File: src/rtl/ila_pkg.sv
// Package: line activation codes, timer figures and carrier structs
package ila_pkg;

  // Clock rate and timer figures
  localparam int unsigned CLK_HZ = 10_000_000;
  localparam int unsigned TN1_MS = 13;
  localparam int unsigned TL1_MS = 7;
  localparam int unsigned TL2_MS = 1;
  localparam int unsigned T2_MS = 1;
  localparam int unsigned CYC_PER_MS = CLK_HZ / 1000;
  localparam int unsigned TN1_CYC = TN1_MS * CYC_PER_MS;
  localparam int unsigned TL1_CYC = TL1_MS * CYC_PER_MS;
  localparam int unsigned TL2_CYC = TL2_MS * CYC_PER_MS;
  localparam int unsigned T2_CYC = T2_MS * CYC_PER_MS;
  localparam int unsigned TMR_W = 24;

  // Line signals, both directions
  typedef enum logic [3:0] {
    ILA_SIG0, ILA_SIG1W, ILA_SIG2W, ILA_SIG1, ILA_SIG2, ILA_SIG1A, ILA_SIG3,
    ILA_SIG4H, ILA_SIG4, ILA_SIG5, ILA_SIG2L2, ILA_SIG4HL2, ILA_SIG4L2
  } ila_sig_t;

  // User-side signals
  typedef enum logic [2:0] {
    ILA_INFO0, ILA_INFO1, ILA_INFO2, ILA_INFO3, ILA_INFO4, ILA_INFOX
  } ila_info_t;

  // Network termination states
  typedef enum logic [3:0] {
    NT_1_1, NT_1_2, NT_1_3, NT_1_4, NT_1_5, NT_1_6, NT_1_7, NT_1_8, NT_1_9,
    NT_1_10, NT_2_1, NT_2_2
  } ila_nt_st_t;

  // Line termination states
  typedef enum logic [3:0] {
    LT_1_1, LT_1_2, LT_1_3, LT_1_4, LT_1_5, LT_1_6, LT_1_7, LT_1_8, LT_2_1,
    LT_2_2, LT_2_3, LT_2_4
  } ila_lt_st_t;

  // Network termination observed conditions
  typedef struct packed {
    ila_info_t info;
    ila_sig_t sig;
    logic line_lock;
    logic user_lost;
    logic line_lost;
  } ila_nt_in_t;

  // Network termination drive
  typedef struct packed {
    ila_info_t info;
    ila_sig_t sig;
    logic decho_zero;
    logic loop2;
  } ila_nt_out_t;

  // Line termination observed conditions
  typedef struct packed {
    logic fe1;
    logic fe5;
    ila_sig_t sig;
    logic line_lock;
    logic line_lost;
  } ila_lt_in_t;

  // Line termination drive and exchange events
  typedef struct packed {
    ila_sig_t sig;
    logic fe2;
    logic fe3;
    logic fe4;
    logic fe6;
    logic fe7;
  } ila_lt_out_t;

endpackage

File: src/rtl/ila_line_act.sv
// Activation state machines for both ends of the subscriber line
`timescale 1ns/1ps

// How it works
// - NT 1.1 is deactivated and sends nothing either way.
// - INFO 1 while deactivated enters NT 1.2 sending SIG 1W.
// - NT 1.3 answers SIG 1W, then SIG 1A after Tn1 without new SIG 2W.
// - NT 1.4 waits for SIG 2 to lock its receiver.
// - NT 1.5 sends SIG 1 and INFO 2, waits for INFO 3.
// - NT 1.6 sends SIG 3, waits for SIG 4H.
// - NT 1.7 fully active, sends INFO 4 and SIG 5.
// - NT 1.8 sends INFO 0 and SIG 0, leaves on INFO 0 or T2.
// - User-side loss enters NT 1.9 sending INFO 2, nothing new to line.
// - Line framing loss enters NT 1.10 sending INFO X and SIG 0.
// - SIG 2-L2 moves NT 1.4, 1.5, 1.6 to NT 2.1.
// - NT 2.1 sends SIG 3 and INFO 2, waits for SIG 4H-L2.
// - SIG 4H-L2 in NT 1.6 or 2.1 enters NT 2.2.
// - SIG 4-L2 in 1.7, 1.9, 1.10 enters NT 2.2, D-echo zero, loop back.
// - FE 1 in LT 1.1 enters LT 1.3 with SIG 2W; SIG 1W goes LT 1.4.
// - SIG 1W in LT 1.1 starts Tl1, issues FE 2, LT 1.2; Tl1 ends LT 1.4.
// - LT 1.4 sends SIG 2; locked with SIG 1 issues FE 3, LT 1.5.
// - SIG 3 in LT 1.4 or 1.5 starts Tl2 and enters LT 1.6.
// - Line framing loss in LT 1.5 to 1.7 issues FE 7.
// - Tn1 lasts 13 ms.
// - Tl1 lasts 7 ms.
// - Tl2 lasts 1 ms.
// - Fully active line termination sends SIG 4 and issues FE 4.
module ila_line_act #(
  parameter int unsigned TN1 = ila_pkg::TN1_CYC,
  parameter int unsigned TL1 = ila_pkg::TL1_CYC,
  parameter int unsigned TL2 = ila_pkg::TL2_CYC,
  parameter int unsigned T2 = ila_pkg::T2_CYC
) (
  input wire logic core_clk,
  input wire logic rst_n,
  input wire logic clk_en,
  input wire ila_pkg::ila_nt_in_t nt_in,
  output ila_pkg::ila_nt_out_t nt_out,
  output ila_pkg::ila_nt_st_t nt_state,
  input wire ila_pkg::ila_lt_in_t lt_in,
  output ila_pkg::ila_lt_out_t lt_out,
  output ila_pkg::ila_lt_st_t lt_state
);
  import ila_pkg::*;

  ////////////////////////////////////////////////////////////////////////////
  // State record
  typedef struct packed {
    ila_nt_st_t nt;
    logic [TMR_W-1:0] nt_tmr;
    ila_nt_out_t nto;
    ila_lt_st_t lt;
    logic [TMR_W-1:0] lt_tmr;
    ila_lt_out_t lto;
  } ila_state_t;

  ila_state_t s_q;
  ila_state_t s_d;

  // Timer load value, cut to counter width
  function automatic logic [TMR_W-1:0] tload(input int unsigned cyc);
    tload = TMR_W'(cyc);
  endfunction

  // Timer countdown, stops at zero
  function automatic logic [TMR_W-1:0] tdec(input logic [TMR_W-1:0] t);
    tdec = (t == '0) ? t : t - TMR_W'(1);
  endfunction

  ////////////////////////////////////////////////////////////////////////////
  // Next-state logic
  always_comb begin
    s_d = s_q;
    s_d.nt_tmr = tdec(s_q.nt_tmr);
    s_d.lt_tmr = tdec(s_q.lt_tmr);
    s_d.lto.fe2 = 1'b0;
    s_d.lto.fe3 = 1'b0;
    s_d.lto.fe6 = 1'b0;
    s_d.lto.fe7 = 1'b0;

    // Network termination transitions
    unique case (s_q.nt)
      NT_1_1: begin
        if (nt_in.sig == ILA_SIG2W) begin
          s_d.nt = NT_1_3;
          s_d.nt_tmr = tload(TN1);
        end else if (nt_in.info == ILA_INFO1) begin
          s_d.nt = NT_1_2;
        end
      end
      NT_1_2: begin
        if (nt_in.sig == ILA_SIG2W) begin
          s_d.nt = NT_1_4;
        end
      end
      NT_1_3: begin
        if (nt_in.sig == ILA_SIG2W) begin
          s_d.nt_tmr = tload(TN1);
        end else if (s_q.nt_tmr == TMR_W'(1)) begin
          s_d.nt = NT_1_4;
        end
      end
      NT_1_4: begin
        if (nt_in.sig == ILA_SIG0) begin
          s_d.nt = NT_1_8;
        end else if (nt_in.sig == ILA_SIG2L2) begin
          s_d.nt = NT_2_1;
        end else if (nt_in.sig == ILA_SIG2 && nt_in.line_lock) begin
          s_d.nt = NT_1_5;
        end
      end
      NT_1_5: begin
        if (nt_in.sig == ILA_SIG0) begin
          s_d.nt = NT_1_8;
        end else if (nt_in.line_lost) begin
          s_d.nt = NT_1_10;
        end else if (nt_in.sig == ILA_SIG2L2) begin
          s_d.nt = NT_2_1;
        end else if (nt_in.info == ILA_INFO3) begin
          s_d.nt = NT_1_6;
        end
      end
      NT_1_6: begin
        if (nt_in.sig == ILA_SIG0) begin
          s_d.nt = NT_1_8;
        end else if (nt_in.line_lost) begin
          s_d.nt = NT_1_10;
        end else if (nt_in.sig == ILA_SIG2L2) begin
          s_d.nt = NT_2_1;
        end else if (nt_in.sig == ILA_SIG4HL2) begin
          s_d.nt = NT_2_2;
        end else if (nt_in.sig == ILA_SIG4H) begin
          s_d.nt = NT_1_7;
        end
      end
      NT_1_7: begin
        if (nt_in.sig == ILA_SIG0) begin
          s_d.nt = NT_1_8;
        end else if (nt_in.line_lost) begin
          s_d.nt = NT_1_10;
        end else if (nt_in.sig == ILA_SIG4L2) begin
          s_d.nt = NT_2_2;
        end else if (nt_in.user_lost || nt_in.info == ILA_INFO0) begin
          s_d.nt = NT_1_9;
        end
      end
      NT_1_8: begin
        if (nt_in.info == ILA_INFO0 || s_q.nt_tmr == TMR_W'(1)) begin
          s_d.nt = NT_1_1;
        end
      end
      NT_1_9: begin
        if (nt_in.sig == ILA_SIG0) begin
          s_d.nt = NT_1_8;
        end else if (nt_in.line_lost) begin
          s_d.nt = NT_1_10;
        end else if (nt_in.sig == ILA_SIG4L2) begin
          s_d.nt = NT_2_2;
        end else if (nt_in.info == ILA_INFO3) begin
          s_d.nt = NT_1_7;
        end
      end
      NT_1_10: begin
        if (nt_in.sig == ILA_SIG0) begin
          s_d.nt = NT_1_8;
        end else if (nt_in.sig == ILA_SIG4L2) begin
          s_d.nt = NT_2_2;
        end
      end
      NT_2_1: begin
        if (nt_in.sig == ILA_SIG0) begin
          s_d.nt = NT_1_8;
        end else if (nt_in.line_lost) begin
          s_d.nt = NT_1_10;
        end else if (nt_in.sig == ILA_SIG4HL2) begin
          s_d.nt = NT_2_2;
        end else if (nt_in.sig == ILA_SIG4H) begin
          s_d.nt = NT_1_7;
        end
      end
      NT_2_2: begin
        if (nt_in.sig == ILA_SIG0) begin
          s_d.nt = NT_1_8;
        end else if (nt_in.line_lost) begin
          s_d.nt = NT_1_10;
        end else if (nt_in.sig == ILA_SIG4) begin
          s_d.nt = NT_1_7;
        end
      end
    endcase
    // Start T2 on entry to pending deactivation
    if (s_d.nt == NT_1_8 && s_q.nt != NT_1_8) begin
      s_d.nt_tmr = tload(T2);
    end

    // Network termination drive per next state
    s_d.nto.decho_zero = 1'b0;
    s_d.nto.loop2 = 1'b0;
    unique case (s_d.nt)
      NT_1_1: begin s_d.nto.info = ILA_INFO0; s_d.nto.sig = ILA_SIG0; end
      NT_1_2: begin s_d.nto.info = ILA_INFO0; s_d.nto.sig = ILA_SIG1W; end
      NT_1_3: begin
        s_d.nto.info = ILA_INFO0;
        s_d.nto.sig = ILA_SIG1W;
      end
      NT_1_4: begin s_d.nto.info = ILA_INFO0; s_d.nto.sig = ILA_SIG1A; end
      NT_1_5: begin s_d.nto.info = ILA_INFO2; s_d.nto.sig = ILA_SIG1; end
      NT_1_6: begin s_d.nto.info = ILA_INFO2; s_d.nto.sig = ILA_SIG3; end
      NT_1_7: begin s_d.nto.info = ILA_INFO4; s_d.nto.sig = ILA_SIG5; end
      NT_1_8: begin s_d.nto.info = ILA_INFO0; s_d.nto.sig = ILA_SIG0; end
      NT_1_9: begin s_d.nto.info = ILA_INFO2; s_d.nto.sig = ILA_SIG5; end
      NT_1_10: begin s_d.nto.info = ILA_INFOX; s_d.nto.sig = ILA_SIG0; end
      NT_2_1: begin s_d.nto.info = ILA_INFO2; s_d.nto.sig = ILA_SIG3; end
      NT_2_2: begin
        s_d.nto.info = ILA_INFO4;
        s_d.nto.sig = ILA_SIG5;
        s_d.nto.decho_zero = 1'b1;
        s_d.nto.loop2 = 1'b1;
      end
    endcase

    ////////////////////////////////////////////////////////////////////////////
    // Line termination transitions; FE 5 first
    if (lt_in.fe5 && s_q.lt != LT_1_1 && s_q.lt != LT_1_8) begin
      s_d.lt = LT_1_8;
    end else begin
      unique case (s_q.lt)
        LT_1_1: begin
          if (lt_in.sig == ILA_SIG1W) begin
            s_d.lt = LT_1_2;
            s_d.lt_tmr = tload(TL1);
            s_d.lto.fe2 = 1'b1;
          end else if (lt_in.fe1) begin
            s_d.lt = LT_1_3;
          end
        end
        LT_1_2: begin
          if (lt_in.sig == ILA_SIG1W) begin
            s_d.lt_tmr = tload(TL1);
          end else if (s_q.lt_tmr == TMR_W'(1)) begin
            s_d.lt = LT_1_4;
          end
        end
        LT_1_3: begin
          if (lt_in.sig == ILA_SIG1W) begin
            s_d.lt = LT_1_4;
          end
        end
        LT_1_4: begin
          if (lt_in.sig == ILA_SIG3) begin
            s_d.lt = LT_1_6;
            s_d.lt_tmr = tload(TL2);
          end else if (lt_in.sig == ILA_SIG1 && lt_in.line_lock) begin
            s_d.lt = LT_1_5;
            s_d.lto.fe3 = 1'b1;
          end
        end
        LT_1_5: begin
          if (lt_in.sig == ILA_SIG3) begin
            s_d.lt = LT_1_6;
            s_d.lt_tmr = tload(TL2);
          end
        end
        LT_1_6: begin
          if (s_q.lt_tmr == TMR_W'(1)) begin
            s_d.lt = LT_1_7;
          end
        end
        LT_1_8: begin
          if (lt_in.sig == ILA_SIG0) begin
            s_d.lt = LT_1_1;
            s_d.lto.fe6 = 1'b1;
          end
        end
        LT_2_3: begin
          if (s_q.lt_tmr == TMR_W'(1)) begin
            s_d.lt = LT_2_4;
          end
        end
        default: begin
        end
      endcase
    end
    // Framing loss or silence while synchronised
    if ((lt_in.line_lost || lt_in.sig == ILA_SIG0) &&
        (s_q.lt == LT_1_5 || s_q.lt == LT_1_6 || s_q.lt == LT_1_7)) begin
      s_d.lto.fe7 = 1'b1;
    end

    // Line termination drive per next state
    s_d.lto.fe4 = (s_d.lt == LT_1_7 || s_d.lt == LT_2_4);
    unique case (s_d.lt)
      LT_1_2, LT_1_3, LT_2_1: s_d.lto.sig = ILA_SIG2W;
      LT_1_4, LT_1_5, LT_2_2: s_d.lto.sig = ILA_SIG2;
      LT_1_6, LT_2_3: s_d.lto.sig = ILA_SIG4H;
      LT_1_7, LT_2_4: s_d.lto.sig = ILA_SIG4;
      default: s_d.lto.sig = ILA_SIG0;
    endcase

    // Synchronous reset to deactivated states
    if (!rst_n) begin
      s_d = '0;
      s_d.nt = NT_1_1;
      s_d.lt = LT_1_1;
    end
  end

  ////////////////////////////////////////////////////////////////////////////
  // State register
  always_ff @(posedge core_clk) begin
    if (!rst_n || clk_en) begin
      s_q <= s_d;
    end
  end

  // Outputs from flip-flops
  assign nt_out = s_q.nto;
  assign nt_state = s_q.nt;
  assign lt_out = s_q.lto;
  assign lt_state = s_q.lt;

endmodule // ila_line_act

File: config.mk
export PLATFORM = sky130hd
export DESIGN_NAME = ila_line_act
export DESIGN_NICKNAME = d
export VERILOG_FILES = /design/src/rtl/ila_pkg.sv /design/src/rtl/ila_line_act.sv
export SDC_FILE = /design/constraint.sdc
export NUM_CORES = 1
export LEC_CHECK = 0
export BUFFER_PORTS_ARGS = -buffer_cell sky130_fd_sc_hd__buf_2
export CAP_MARGIN = 10
export CORE_AREA = 2 2 115 128
export CTS_CLUSTER_DIAMETER = 80
export DETAILED_ROUTE_END_ITERATION = 6
export DIE_AREA = 0 0 117 130
export GPL_ROUTABILITY_DRIVEN = 1
export PLACE_DENSITY_LB_ADDON = 0.05
export SLEW_MARGIN = 5
export SYNTH_ARGS = -nofsm -noshare
export SYNTH_HDL_FRONTEND = slang
export SYNTH_SLANG_ARGS = --single-unit
File: constraint.sdc
create_clock -name core_clk -period 5.9 [get_ports core_clk]
set_input_delay 1.18 -clock core_clk [delete_from_list [all_inputs] [get_ports core_clk]]
set_output_delay 1.18 -clock core_clk [all_outputs]
set_load 0.02 [all_outputs]
==> run metrics, run 1 <==
final worst path period need 3.85 ns; Setup Total Neg Slack 0 ns; Post-CTS Resized 0; endpoints failing hold 0; RR Endpoint s_q[64]$_SDFFCE_PP0P_; CTS tree yes; Max clock buf depth 2; Crit path max-delay family compound AO/OA/AOI/OAI gates; Layout area overhead 8.36%; grt ovf 0; pin count of the biggest net entering global routing 74; hold_ws between 0.6 and 0.7 ns; Synth area leaders edfxtp_1, nor2_1, xnor2_1, buf_4, a21oi_1; Critical-path top delay cell a31oi_1; drt wl/cell 16.4 µm; Cells after Synth about 590; Worst-path clk slew 0.06 ns; post-route insts no fill 790; Ports 47; Tot GR Track Use 0.174; WP data required roughly 6.0 ns; Post-Synth Simple-Gate Area 0.284; crit end category flop; EDFF count, synth between 70 and 80; Synth Area in XOR/XNOR 0.0685; CTS Buf Count 9; async set or reset register ratio after synthesis 0; hpwl dp 9020 µm; CP max FO 24; share of cells above drive strength 1 0.166; met3 Use GR 0.0269; Placement Cell Area 0.00566 mm²; Seq/Total Area, Yosys 0.399; commonest non-fill, non-tap cells in the layout edfxtp_1, nor2_1, buf_2, nand2_1, a21oi_1; hold path depth 2; CP bufs+invs 1; Detailed Route Iter0 Violations 326; post-route clock period utilization 0.653; Netlist cell types 83; first-pass GRT wire length 20900 µm; ANT nets after route 0; Yosys reg bits 73; antenna violations before repair 0; H-tree level count 3; Synth Area per Inst 9.39 µm²; kind of critical path primary input to flop; slew at the pin closest to its max-slew limit approximately 0.99 ns; Final Wtd Congestion between 0.9 and 1; fraction of post-synthesis cell area in the top cell type by area 0.399; unrepaired setup endpoints after global routing false; hold path start s_q[32]$_SDFFCE_PN0P_; Primary FF master, synth edfxtp_1; Slew Limit Headroom 0.337; postcts setup bufs 0; CP dominant cell by count a21oi_1; clock skew 0.0103 ns; Post-Layout Inst Area 0.00595 mm²; Chip Width 117 µm; Slew Limit Fails 0; compound-cell area share of the yosys netlist 0.145; vias after detailed routing 4405; CTS Hold Bufs 0; # DRC 0; Netlist Area Pre-Place between 0.005 and 0.006 mm²; Total Nets Final 625; placed insts 774; Die Span Y 130 µm; routing usage on met1 0.221; main combinational cell family by area after synthesis simple AND/OR/NAND/NOR gates; CORE AREA 0.0141 mm²; Die ar. roughly 0.015 mm²; CP Launch Type primary input; yosys warns 0; Adder-Cell Fraction of Synth Area 0.0251; ANT cells 0; number of global-route vias before repair 4233; DRT Pass-1 Iters 5; Min-Delay Path Class flop to flop; Crit path largest cell delay 0.74 ns; Clk Latency, worst-skew pair 0.34 ns; VDD IR-drop max 0.128 mV; power density over the cells 363 mW/mm²; status finished, final reports clean; Pleak 2.21 nW; global route hottest layer met2; Initial Util 0.390; Hold Path End s_q[32]$_SDFFCE_PN0P_; final setup vio count 0; reg2reg start nt_state[3]$_SDFFCE_PN0P_; worst path cell trace buf_2, nor4b_2, a21oi_1, a311oi_1, a21oi_1, a31oi_1, nand3_2, nor2_8, nor3_2; DR vias/cell 5.58; syn_nets ~620; CP Data Arrival Time 3.92 ns; I/O Buffers 46; proportion of synthesized area in mux cells 0.00592; cell type contributing the most total cell area after synthesis edfxtp_1; commonest non-fill, non-tap cell in the layout edfxtp_1; row count 46; met2 capacity usage during global routing 0.293; Detailed Route WL about 13000 µm; worst reg2reg setup slack 2.38 ns; CTS root buf clkbuf_16; # Max-Cap Violations 0; CTS sink cnt between 70 and 80; R2R cell count 9; Max Clk Rate 260 MHz
cell usage after synthesis (9+ instances only):
cell / n
a21oi_1: 35
buf_4: 26
clkbuf_1: 14
edfxtp_1: 73
ha_1: 11
inv_1: 20
nand2_1: 39
nand2b_1: 9
nand3_1: 19
nand3b_1: 10
nor2_1: 63
nor3_1: 25
nor3_2: 11
nor4_1: 14
o21ai_0: 21
xnor2_1: 27
xor2_1: 16
how the worst max path moves through the flow:
stage / start / to / slack (ns) / depth (start not counted)
floorplan: rst_n / lt_out[0]$_SDFFCE_PN0P_ / 2.39 / 2
global placement: nt_in[4] / s_q[64]$_SDFFCE_PP0P_ / 1.78 / 9
detailed placement: nt_in[4] / s_q[64]$_SDFFCE_PP0P_ / 1.74 / 9
CTS: nt_in[4] / s_q[64]$_SDFFCE_PP0P_ / 2.11 / 9
global route: nt_in[4] / s_q[66]$_SDFFCE_PP0P_ / 1.84 / 9
finish: nt_in[4] / s_q[64]$_SDFFCE_PP0P_ / 2.05 / 9
state kept, by name (all words and copies together), names as in the netlist:
signal,cells
nt_out,8
s_q,48
lt_state,4
lt_out,9
nt_state,4
where the power goes:
group	internal, W	leakage, nW	switching [W]
Combinational	0.000320	1.27	0.000494
Sequential	0.000691	0.801	0.000117
Clock	0.000327	0.139	0.000213
area by class of cell:
type / instances / area (µm²)
timing repair buffer: 48 / 245
fill: 1421 / 8150
sequential: 73 / 2190
clock inverter: 5 / 56.3
clock buffer: 11 / 233
multi-input combinational: 440 / 2910
inverter: 21 / 78.8
tap: 192 / 240
tightest hold or removal path: cells and delay by family (launching register included):
kind / cells / cell delay, ns
flip-flops: 1 / 0.35
XOR/XNOR: 1 / 0.08
AND/OR/NAND/NOR: 1 / 0.08
per-layer routing:
metal,wire [µm],vias to the layer above,part of all wire
li1,-,2174,-
met1,5850,2102,0.45
met2,6340,105,0.49
met3,477,24,0.037
met4,251,0,0.019
met5,0,-,0
cell families after synthesis:
kind of cell | count (synthesis)
and+or+nand+nor | 265
DFF | 73
muxes | 3
xor gates and xnor gates | 43
buffers and inverters | 72
adders and majority gates | 11
AOI/OAI and AO/OA | 118
stage by stage:
step | worst slack [ns] | utilization | total power, W
6_report | 2.05 | 0.422 | 0.00216
2_1_floorplan | 2.39 | - | 0.00149
5_1_grt | 1.84 | 0.422 | 0.00230
3_5_place_dp | 1.74 | 0.402 | 0.00163
4_1_cts | 2.11 | 0.422 | 0.00217
3_3_place_gp | 1.78 | 0.402 | 0.00163
(Power assumes the default switching activity.)
==> run 2, diff against run 1 <==
--- a/config.mk
+++ b/config.mk
@@ -5,12 +5,13 @@
 export SDC_FILE = /design/constraint.sdc
 export NUM_CORES = 1
 export LEC_CHECK = 0
+export ABC_AREA = 1
 export BUFFER_PORTS_ARGS = -buffer_cell sky130_fd_sc_hd__buf_2
 export CAP_MARGIN = 10
-export CORE_AREA = 2 2 115 128
+export CORE_AREA = 2 2 118 131
 export CTS_CLUSTER_DIAMETER = 80
 export DETAILED_ROUTE_END_ITERATION = 6
-export DIE_AREA = 0 0 117 130
+export DIE_AREA = 0 0 120 133
 export GPL_ROUTABILITY_DRIVEN = 1
 export PLACE_DENSITY_LB_ADDON = 0.05
 export SLEW_MARGIN = 5
==> constraint.sdc (replaced) <==
create_clock -name core_clk -period 3.67 [get_ports core_clk]
set_input_delay 0.734 -clock core_clk [delete_from_list [all_inputs] [get_ports core_clk]]
set_output_delay 0.734 -clock core_clk [all_outputs]
set_load 0.02 [all_outputs]
==> run 2 against run 1 <==
Global-route usage rose by 1.3 points. Die area rose by 4.9%. Combinational power rose by 110%. First-iteration DRC count rose by 0.61%. Largest power group unchanged. Worst setup slack got worse by 1.3 ns. Critical path type is now flop to flop. Flip-flop and latch count did not move. Routed wire length rose by 11%. Synthesized area rose by 4.9%. Critical path depth rose by 8. Via count rose by 14%. Clock skew fell by 0.00074 ns. Critical endpoint is now s_q[47]$_SDFFCE_PP0P_. Core utilization rose by 0.34 points.
==> run metrics, run 2 <==
status finished, final reports clean (unchanged); post-route insts no fill 1004 (was 790); postcts setup bufs 0 (unchanged); Reg with most FFs s_q (unchanged); crit end category flop (unchanged); async set or reset register ratio after synthesis 0 (unchanged); post-route clock period utilization 0.789; CORE AREA 0.0148 mm² (was 0.0141 mm²); kind of critical path flop to flop (was primary input to flop); first-pass GRT wire length 23800 µm (was 20900 µm); Clk Latency, worst-skew pair 0.35 ns (was 0.34 ns); WP data required 3.76 ns (was 5.96 ns); Primary FF master, synth edfxtp_1 (unchanged); Cells after Synth 779 (was 585); Seq/Total Area, Yosys 0.380 (was 0.399); ANT nets after route 0 (unchanged); Netlist cell types 52 (was 83); most frequent cell after synthesis nand2_1 (was edfxtp_1); # Max-Cap Violations 0 (unchanged); DRT Pass-1 Iters 4 (was 5); Max Clk Rate approximately 350 MHz; fraction of post-synthesis cell area in the top cell type by area 0.380 (was 0.399); CTS sink cnt 73 (unchanged); Slew Limit Headroom 0.537 (was 0.337); drt wl/cell 14.3 µm (was 16.4 µm); Post-synth top cells nand2_1, nor2_1, inv_1 (was edfxtp_1, nor2_1, nand2_1); Die Span Y 133 µm (was 130 µm); Max clock buf depth 2 (unchanged); Detailed Route Iter0 Violations 328 (was 326); number of global-route vias before repair 4986 (was 4233); CTS root buf clkbuf_16 (unchanged); vias after detailed routing 5038 (was 4405); yosys warns 0 (unchanged); Synth Area per Inst 7.40 µm² (was 9.39 µm²); commonest non-fill, non-tap cells in the layout nand2_1, nor2_1, inv_1, edfxtp_1, nand3_1 (was edfxtp_1, nor2_1, buf_2, nand2_1, a21oi_1); commonest non-fill, non-tap cell in the layout nand2_1 (was edfxtp_1); max reg flops 48 (unchanged); antenna violations before repair 0 (unchanged); VDD IR-drop max 0.287 mV (was 0.128 mV); Tot GR Track Use 0.186 (was 0.174); power density over the cells 618 mW/mm² (was 363 mW/mm²); Netlist Area Pre-Place 0.00577 mm² (was 0.00549 mm²); Detailed Route WL 14400 µm (was 12900 µm); Synth area leaders edfxtp_1, nand2_1, nor2_1, inv_1, nand3_1 (was edfxtp_1, nor2_1, xnor2_1, buf_4, a21oi_1); hold path depth 1 (was 2); CTS tree yes (unchanged); endpoints failing hold 0 (unchanged); CP Launch Type flop (was primary input); # DRC 0 (unchanged); I/O Buffers 46 (unchanged); slew at the pin closest to its max-slew limit 0.687 ns (was 0.995 ns); Post-CTS Resized 0 (unchanged); CTS Buf Count 9 (unchanged); syn_nets 811 (was 617); ANT cells 0 (unchanged); Ports 47 (unchanged); row count 47 (was 46); final worst path period need 2.90 ns; pin count of the biggest net entering global routing 58 (was 74); placed insts 988 (was 774); Min-Delay Path Class flop to flop (unchanged); worst reg2reg setup slack 0.77 ns (was 2.38 ns); H-tree level count 3 (unchanged); unrepaired setup endpoints after global routing false (unchanged); Pleak 2.91 nW (was 2.21 nW); CP max FO 18 (was 24); clock skew 0.00955 ns (was 0.0103 ns); Chip Width 120 µm (was 117 µm); Worst-path clk slew 0.06 ns (about the same); Final Wtd Congestion 0.869 (was 0.916); CTS Hold Bufs 0 (unchanged); final setup vio count 0 (unchanged); R2R cell count 17 (was 9); Slew Limit Fails 0 (unchanged); share of cells above drive strength 1 0.146 (was 0.166); EDFF count, synth 73 (unchanged); Initial Util 0.391 (was 0.390); cell type contributing the most total cell area after synthesis edfxtp_1 (unchanged); Setup Total Neg Slack 0 ns (unchanged); CP Data Arrival Time 2.99 ns (was 3.92 ns); Layout area overhead 8.96% (was 8.36%); Yosys reg bits 73 (unchanged); DR vias/cell 5.02 (was 5.58); hpwl dp 10800 µm (was 9020 µm); grt ovf 0 (unchanged); Total Nets Final 835 (was 625); Placement Cell Area 0.00600 mm² (was 0.00566 mm²); Post-Layout Inst Area 0.00628 mm² (was 0.00595 mm²); Die ar. 0.0160 mm² (was 0.0152 mm²)
==> run 2: changes by cell type after synthesis, sizes merged, moves of 9 or more <==
| cell | change |
|---|---|
| nand2 | +138 |
| nor2 | +88 |
| inv | +84 |
| nand3 | +46 |
| xnor2 | -22 |
| nor4 | -14 |
| nand2b | -10 |
| nand3b | -10 |
| clkbuf | -9 |
| nor3 | -9 |
==> run 2: report_power, final <==
part	switching (W)	internal, W
logic	0.00115	0.000552
clock network	0.000356	0.000522
registers	0.000182	0.00112
==> run 2: cell type report <==
class | count | area [µm²]
Clock buffer | 10 | 229
Clock inverter | 6 | 57.6
Fill cell | 1544 | 8480
Inverter | 104 | 390
Multi-Input combinational cell | 565 | 2900
Sequential cell | 73 | 2190
Tap cell | 196 | 245
Timing Repair Buffer | 50 | 273
==> run 2: worst paths after layout <==
path,from,endpoint
max,nt_state[3]$_SDFFCE_PN0P_,s_q[47]$_SDFFCE_PP0P_
min,s_q[11]$_SDFFCE_PN0P_,s_q[11]$_SDFFCE_PN0P_
max reg2reg,nt_state[3]$_SDFFCE_PN0P_,s_q[47]$_SDFFCE_PP0P_
min reg2reg,s_q[11]$_SDFFCE_PN0P_,s_q[11]$_SDFFCE_PN0P_
==> run 2: per-stage QoR <==
step	hold slack, ns	total power (W)	setup WS [ns]	util
after floorplan	0.575	0.00269	1.05	-
after global placement	0.602	0.00302	0.497	0.406
after detailed placement	0.617	0.00303	0.526	0.406
after CTS	0.630	0.00392	0.755	0.426
after global routing	0.664	0.00418	0.514	0.426
final	0.632	0.00388	0.773	0.426
==> run 2: cells by family after synthesis <==
family	synth area share
XOR/XNOR	0.0334
buffers and inverters	0.118
AND/OR/NAND/NOR	0.357
AO/OA/AOI/OAI	0.0879
adder cells (fa/ha/maj)	0.0239
flip-flops	0.380
==> run 2: layer usage <==
| layer | share of wire | track usage | up-vias |
|---|---|---|---|
| met5 | 0 | 0 | - |
| met1 | 0.46 | 0.236 | 2307 |
| met4 | 0.028 | 0.0902 | 0 |
| li1 | - | - | 2591 |
| met3 | 0.033 | 0.0276 | 26 |
| met2 | 0.48 | 0.311 | 114 |
==> run 2: worst max-delay path, cell delays in order, from the launching register on <==
cell      delay, ns
edfxtp_1       0.51
inv_1          0.16
ha_1           0.30
nand3_2        0.14
nand2_1        0.09
nand2_1        0.10
nand2_1        0.06
inv_1          0.04
nand2_1        0.04
nor2_1         0.09
nand3_1        0.08
nand2_1        0.11
nand2_2        0.08
a21oi_2        0.22
nand2_2        0.12
o21ai_4        0.14
buf_4          0.28
nor3_1         0.08
==> run 3, diff against run 2 <==
==> constraint.sdc (replaced) <==
create_clock -name core_clk -period 2.8 [get_ports core_clk]
set_input_delay 0.56 -clock core_clk [delete_from_list [all_inputs] [get_ports core_clk]]
set_output_delay 0.56 -clock core_clk [all_outputs]
set_load 0.02 [all_outputs]
==> run 3 against run 2 <==
Hold slack worse by 0.063 ns. Core utilization increased by 1.6 points. First-iteration DRC count shrank 3.7%. Critical endpoint is now s_q[63]$_SDFFCE_PP0P_. Worst setup slack got worse by 0.56 ns.
==> run metrics, run 3 (same netlist as run 2, synthesis figures left out) <==
Slew Limit Headroom 0.704 (was 0.537); routing usage on met1 0.228 (was 0.236); ANT nets after route 0 (unchanged); CTS root buf clkbuf_16 (unchanged); grt ovf 0 (unchanged); Min-Delay Path Class primary input to flop (was flop to flop); CTS sink cnt 73 (unchanged); worst reg2reg setup slack 0.21 ns (was 0.77 ns); I/O Buffers 46 (unchanged); final setup vio count 0 (unchanged); commonest non-fill, non-tap cell in the layout nand2_1 (unchanged); commonest non-fill, non-tap cells in the layout nand2_1, nor2_1, inv_1, edfxtp_1, nand3_1 (unchanged); kind of critical path flop to flop (unchanged); final worst path period need 2.59 ns (was 2.90 ns); reg2reg start nt_state[3]$_SDFFCE_PN0P_ (unchanged); Clk network pwr share 0.233 (was 0.226); H-tree level count 3 (unchanged); ANT cells 0 (unchanged); # Max-Cap Violations 0 (unchanged); CP max FO 18 (unchanged); Max Clk Rate 387 MHz (was 345 MHz); Sequential Power Share 0.313 (was 0.336); row count 47 (unchanged); unrepaired setup endpoints after global routing true (was false); # DRC 0 (unchanged); pin count of the biggest net entering global routing 38 (was 58); Chip Width 120 µm (unchanged); Ports 47 (unchanged); slew at the pin closest to its max-slew limit 0.441 ns (was 0.687 ns); WP data required 2.87 ns (was 3.76 ns); first-pass GRT wire length 23300 µm (was 23800 µm); Worst-path clk slew 0.06 ns (about the same); clock skew 0.00654 ns (was 0.00955 ns); Die ar. 0.0160 mm² (unchanged); Reg with most FFs s_q (unchanged); global route hottest layer met2 (unchanged); Die Span Y 133 µm (unchanged); R2R cell count 14 (was 17); hpwl dp 10800 µm (about the same); post-route clock period utilization 0.924 (was 0.789); postcts setup bufs 0 (unchanged); hold path depth 3 (was 1); share of cells above drive strength 1 0.180 (was 0.146); Initial Util 0.391 (unchanged); Detailed Route Iter0 Violations 316 (was 328); Comb pwr share 0.454 (was 0.437); CTS Hold Bufs 0 (unchanged); Slew Limit Fails 0 (unchanged); CTS Buf Count 9 (unchanged); Pleak 3.04 nW (was 2.91 nW); met3 Use GR 0.0332 (was 0.0276); DR vias/cell 4.99 (was 5.02); Total Nets Final 856 (was 835); met2 capacity usage during global routing 0.313 (was 0.311); Clk Latency, worst-skew pair 0.34 ns (was 0.35 ns); CTS tree yes (unchanged); Internal 0.00308 W (was 0.00220 W); Tot GR Track Use 0.181 (was 0.186); Layout area overhead 13.0% (was 8.96%); power density over the cells 817 mW/mm² (was 618 mW/mm²); CORE AREA 0.0148 mm² (unchanged); vias after detailed routing 5110 (was 5038); hold path start lt_in[0] (was s_q[11]$_SDFFCE_PN0P_); endpoints failing hold 0 (unchanged); number of global-route vias before repair 4939 (was 4986); Max clock buf depth 2 (unchanged); Final Wtd Congestion 0.889 (was 0.869); Net Sw Frac 0.421 (was 0.434); max reg flops 48 (unchanged); crit end category flop (unchanged); Detailed Route WL 14100 µm (was 14400 µm); Tot Pwr 0.00532 W (was 0.00388 W); Post-CTS Resized 0 (unchanged); FILL cells 1526 (was 1544); drt wl/cell 13.8 µm (was 14.3 µm); VDD IR-drop max 0.330 mV (was 0.287 mV); RR Endpoint s_q[63]$_SDFFCE_PP0P_ (was s_q[47]$_SDFFCE_PP0P_); CP Data Arrival Time 2.66 ns (was 2.99 ns); CP Launch Type flop (unchanged); Setup Total Neg Slack 0 ns (unchanged); status finished, final reports clean (unchanged); antenna violations before repair 0 (unchanged); NetSw 0.00224 W (was 0.00169 W); Hold Path End lt_out[0]$_SDFFCE_PN0P_ (was s_q[11]$_SDFFCE_PN0P_); DRT Pass-1 Iters 5 (was 4)
[run 3: cell types whose count changed in the layout (fill, tap and decap cells not counted), moves of 2 or more]
cell	delta
clkinv_2	+2
o21ai_1	+2
buf_4	+19
buf_12	+2
o21ai_0	-2
clkinv_1	-2
nor2_1	-5
inv_2	+2
nor2_4	+2
nor2_2	+3
inv_1	-2
[run 3: stage by stage]
step	hold WS, ns	instances	instance area [µm²]	worst slack [ns]	util
after CTS	0.564	1025	6490	0.153	0.440
after global placement	0.602	1009	6180	0.00195	0.419
after detailed placement	0.612	1009	6180	0.0181	0.419
after global routing	0.596	1025	6520	0.00000600	0.441
final	0.569	1025	6520	0.213	0.441
after floorplan	0.575	779	5770	0.350	-
[run 3: power groups by stage]
stage / logic (W) / clock network (W) / registers, W
2_1_floorplan: 0.00190 / 0 / 0.00162
3_3_place_gp: 0.00238 / 0 / 0.00169
3_5_place_dp: 0.00239 / 0 / 0.00169
4_1_cts: 0.00240 / 0.00127 / 0.00167
5_1_grt: 0.00274 / 0.00131 / 0.00169
6_report: 0.00242 / 0.00124 / 0.00167
[run 3: layout make-up]
cell class                      count  area [µm²]  area share
Inverter                          104         390      0.0599
Clock buffer                       10         229      0.0351
Timing Repair Buffer               71         455      0.0699
Tap cell                          196         245      0.0376
Sequential cell                    73        2190       0.336
Clock inverter                      6        82.6      0.0127
Multi-Input combinational cell    565        2920       0.448
[run 3: worst max path at each step]
stage	from	end
floorplan	rst_n	lt_out[0]$_SDFFCE_PN0P_
global placement	nt_in[4]	nt_out[5]$_SDFFCE_PN0P_
detailed placement	nt_in[3]	nt_out[5]$_SDFFCE_PN0P_
CTS	s_q[26]$_SDFFCE_PN0P_	lt_out[6]$_SDFFCE_PN0P_
global route	nt_state[3]$_SDFFCE_PN0P_	nt_out[5]$_SDFFCE_PN0P_
finish	nt_state[3]$_SDFFCE_PN0P_	s_q[63]$_SDFFCE_PP0P_
[run 3: worst max-delay path, stage by stage, from the launching register on]
cell,delay [ns]
edfxtp_1,0.41
inv_1,0.09
ha_1,0.28
nand3_4,0.12
a31oi_1,0.30
nand2_1,0.14
nand2_1,0.10
nor2_1,0.04
nand2_1,0.07
nand2_2,0.10
a21oi_4,0.18
nand2_2,0.09
o21ai_4,0.15
buf_12,0.18
nor3_1,0.06
[run 3: metal layers]
layer | wire length, µm | part of all wire
met1 | 6530 | 0.46
met2 | 6860 | 0.49
met3 | 528 | 0.037
met4 | 179 | 0.013
met5 | 0 | 0
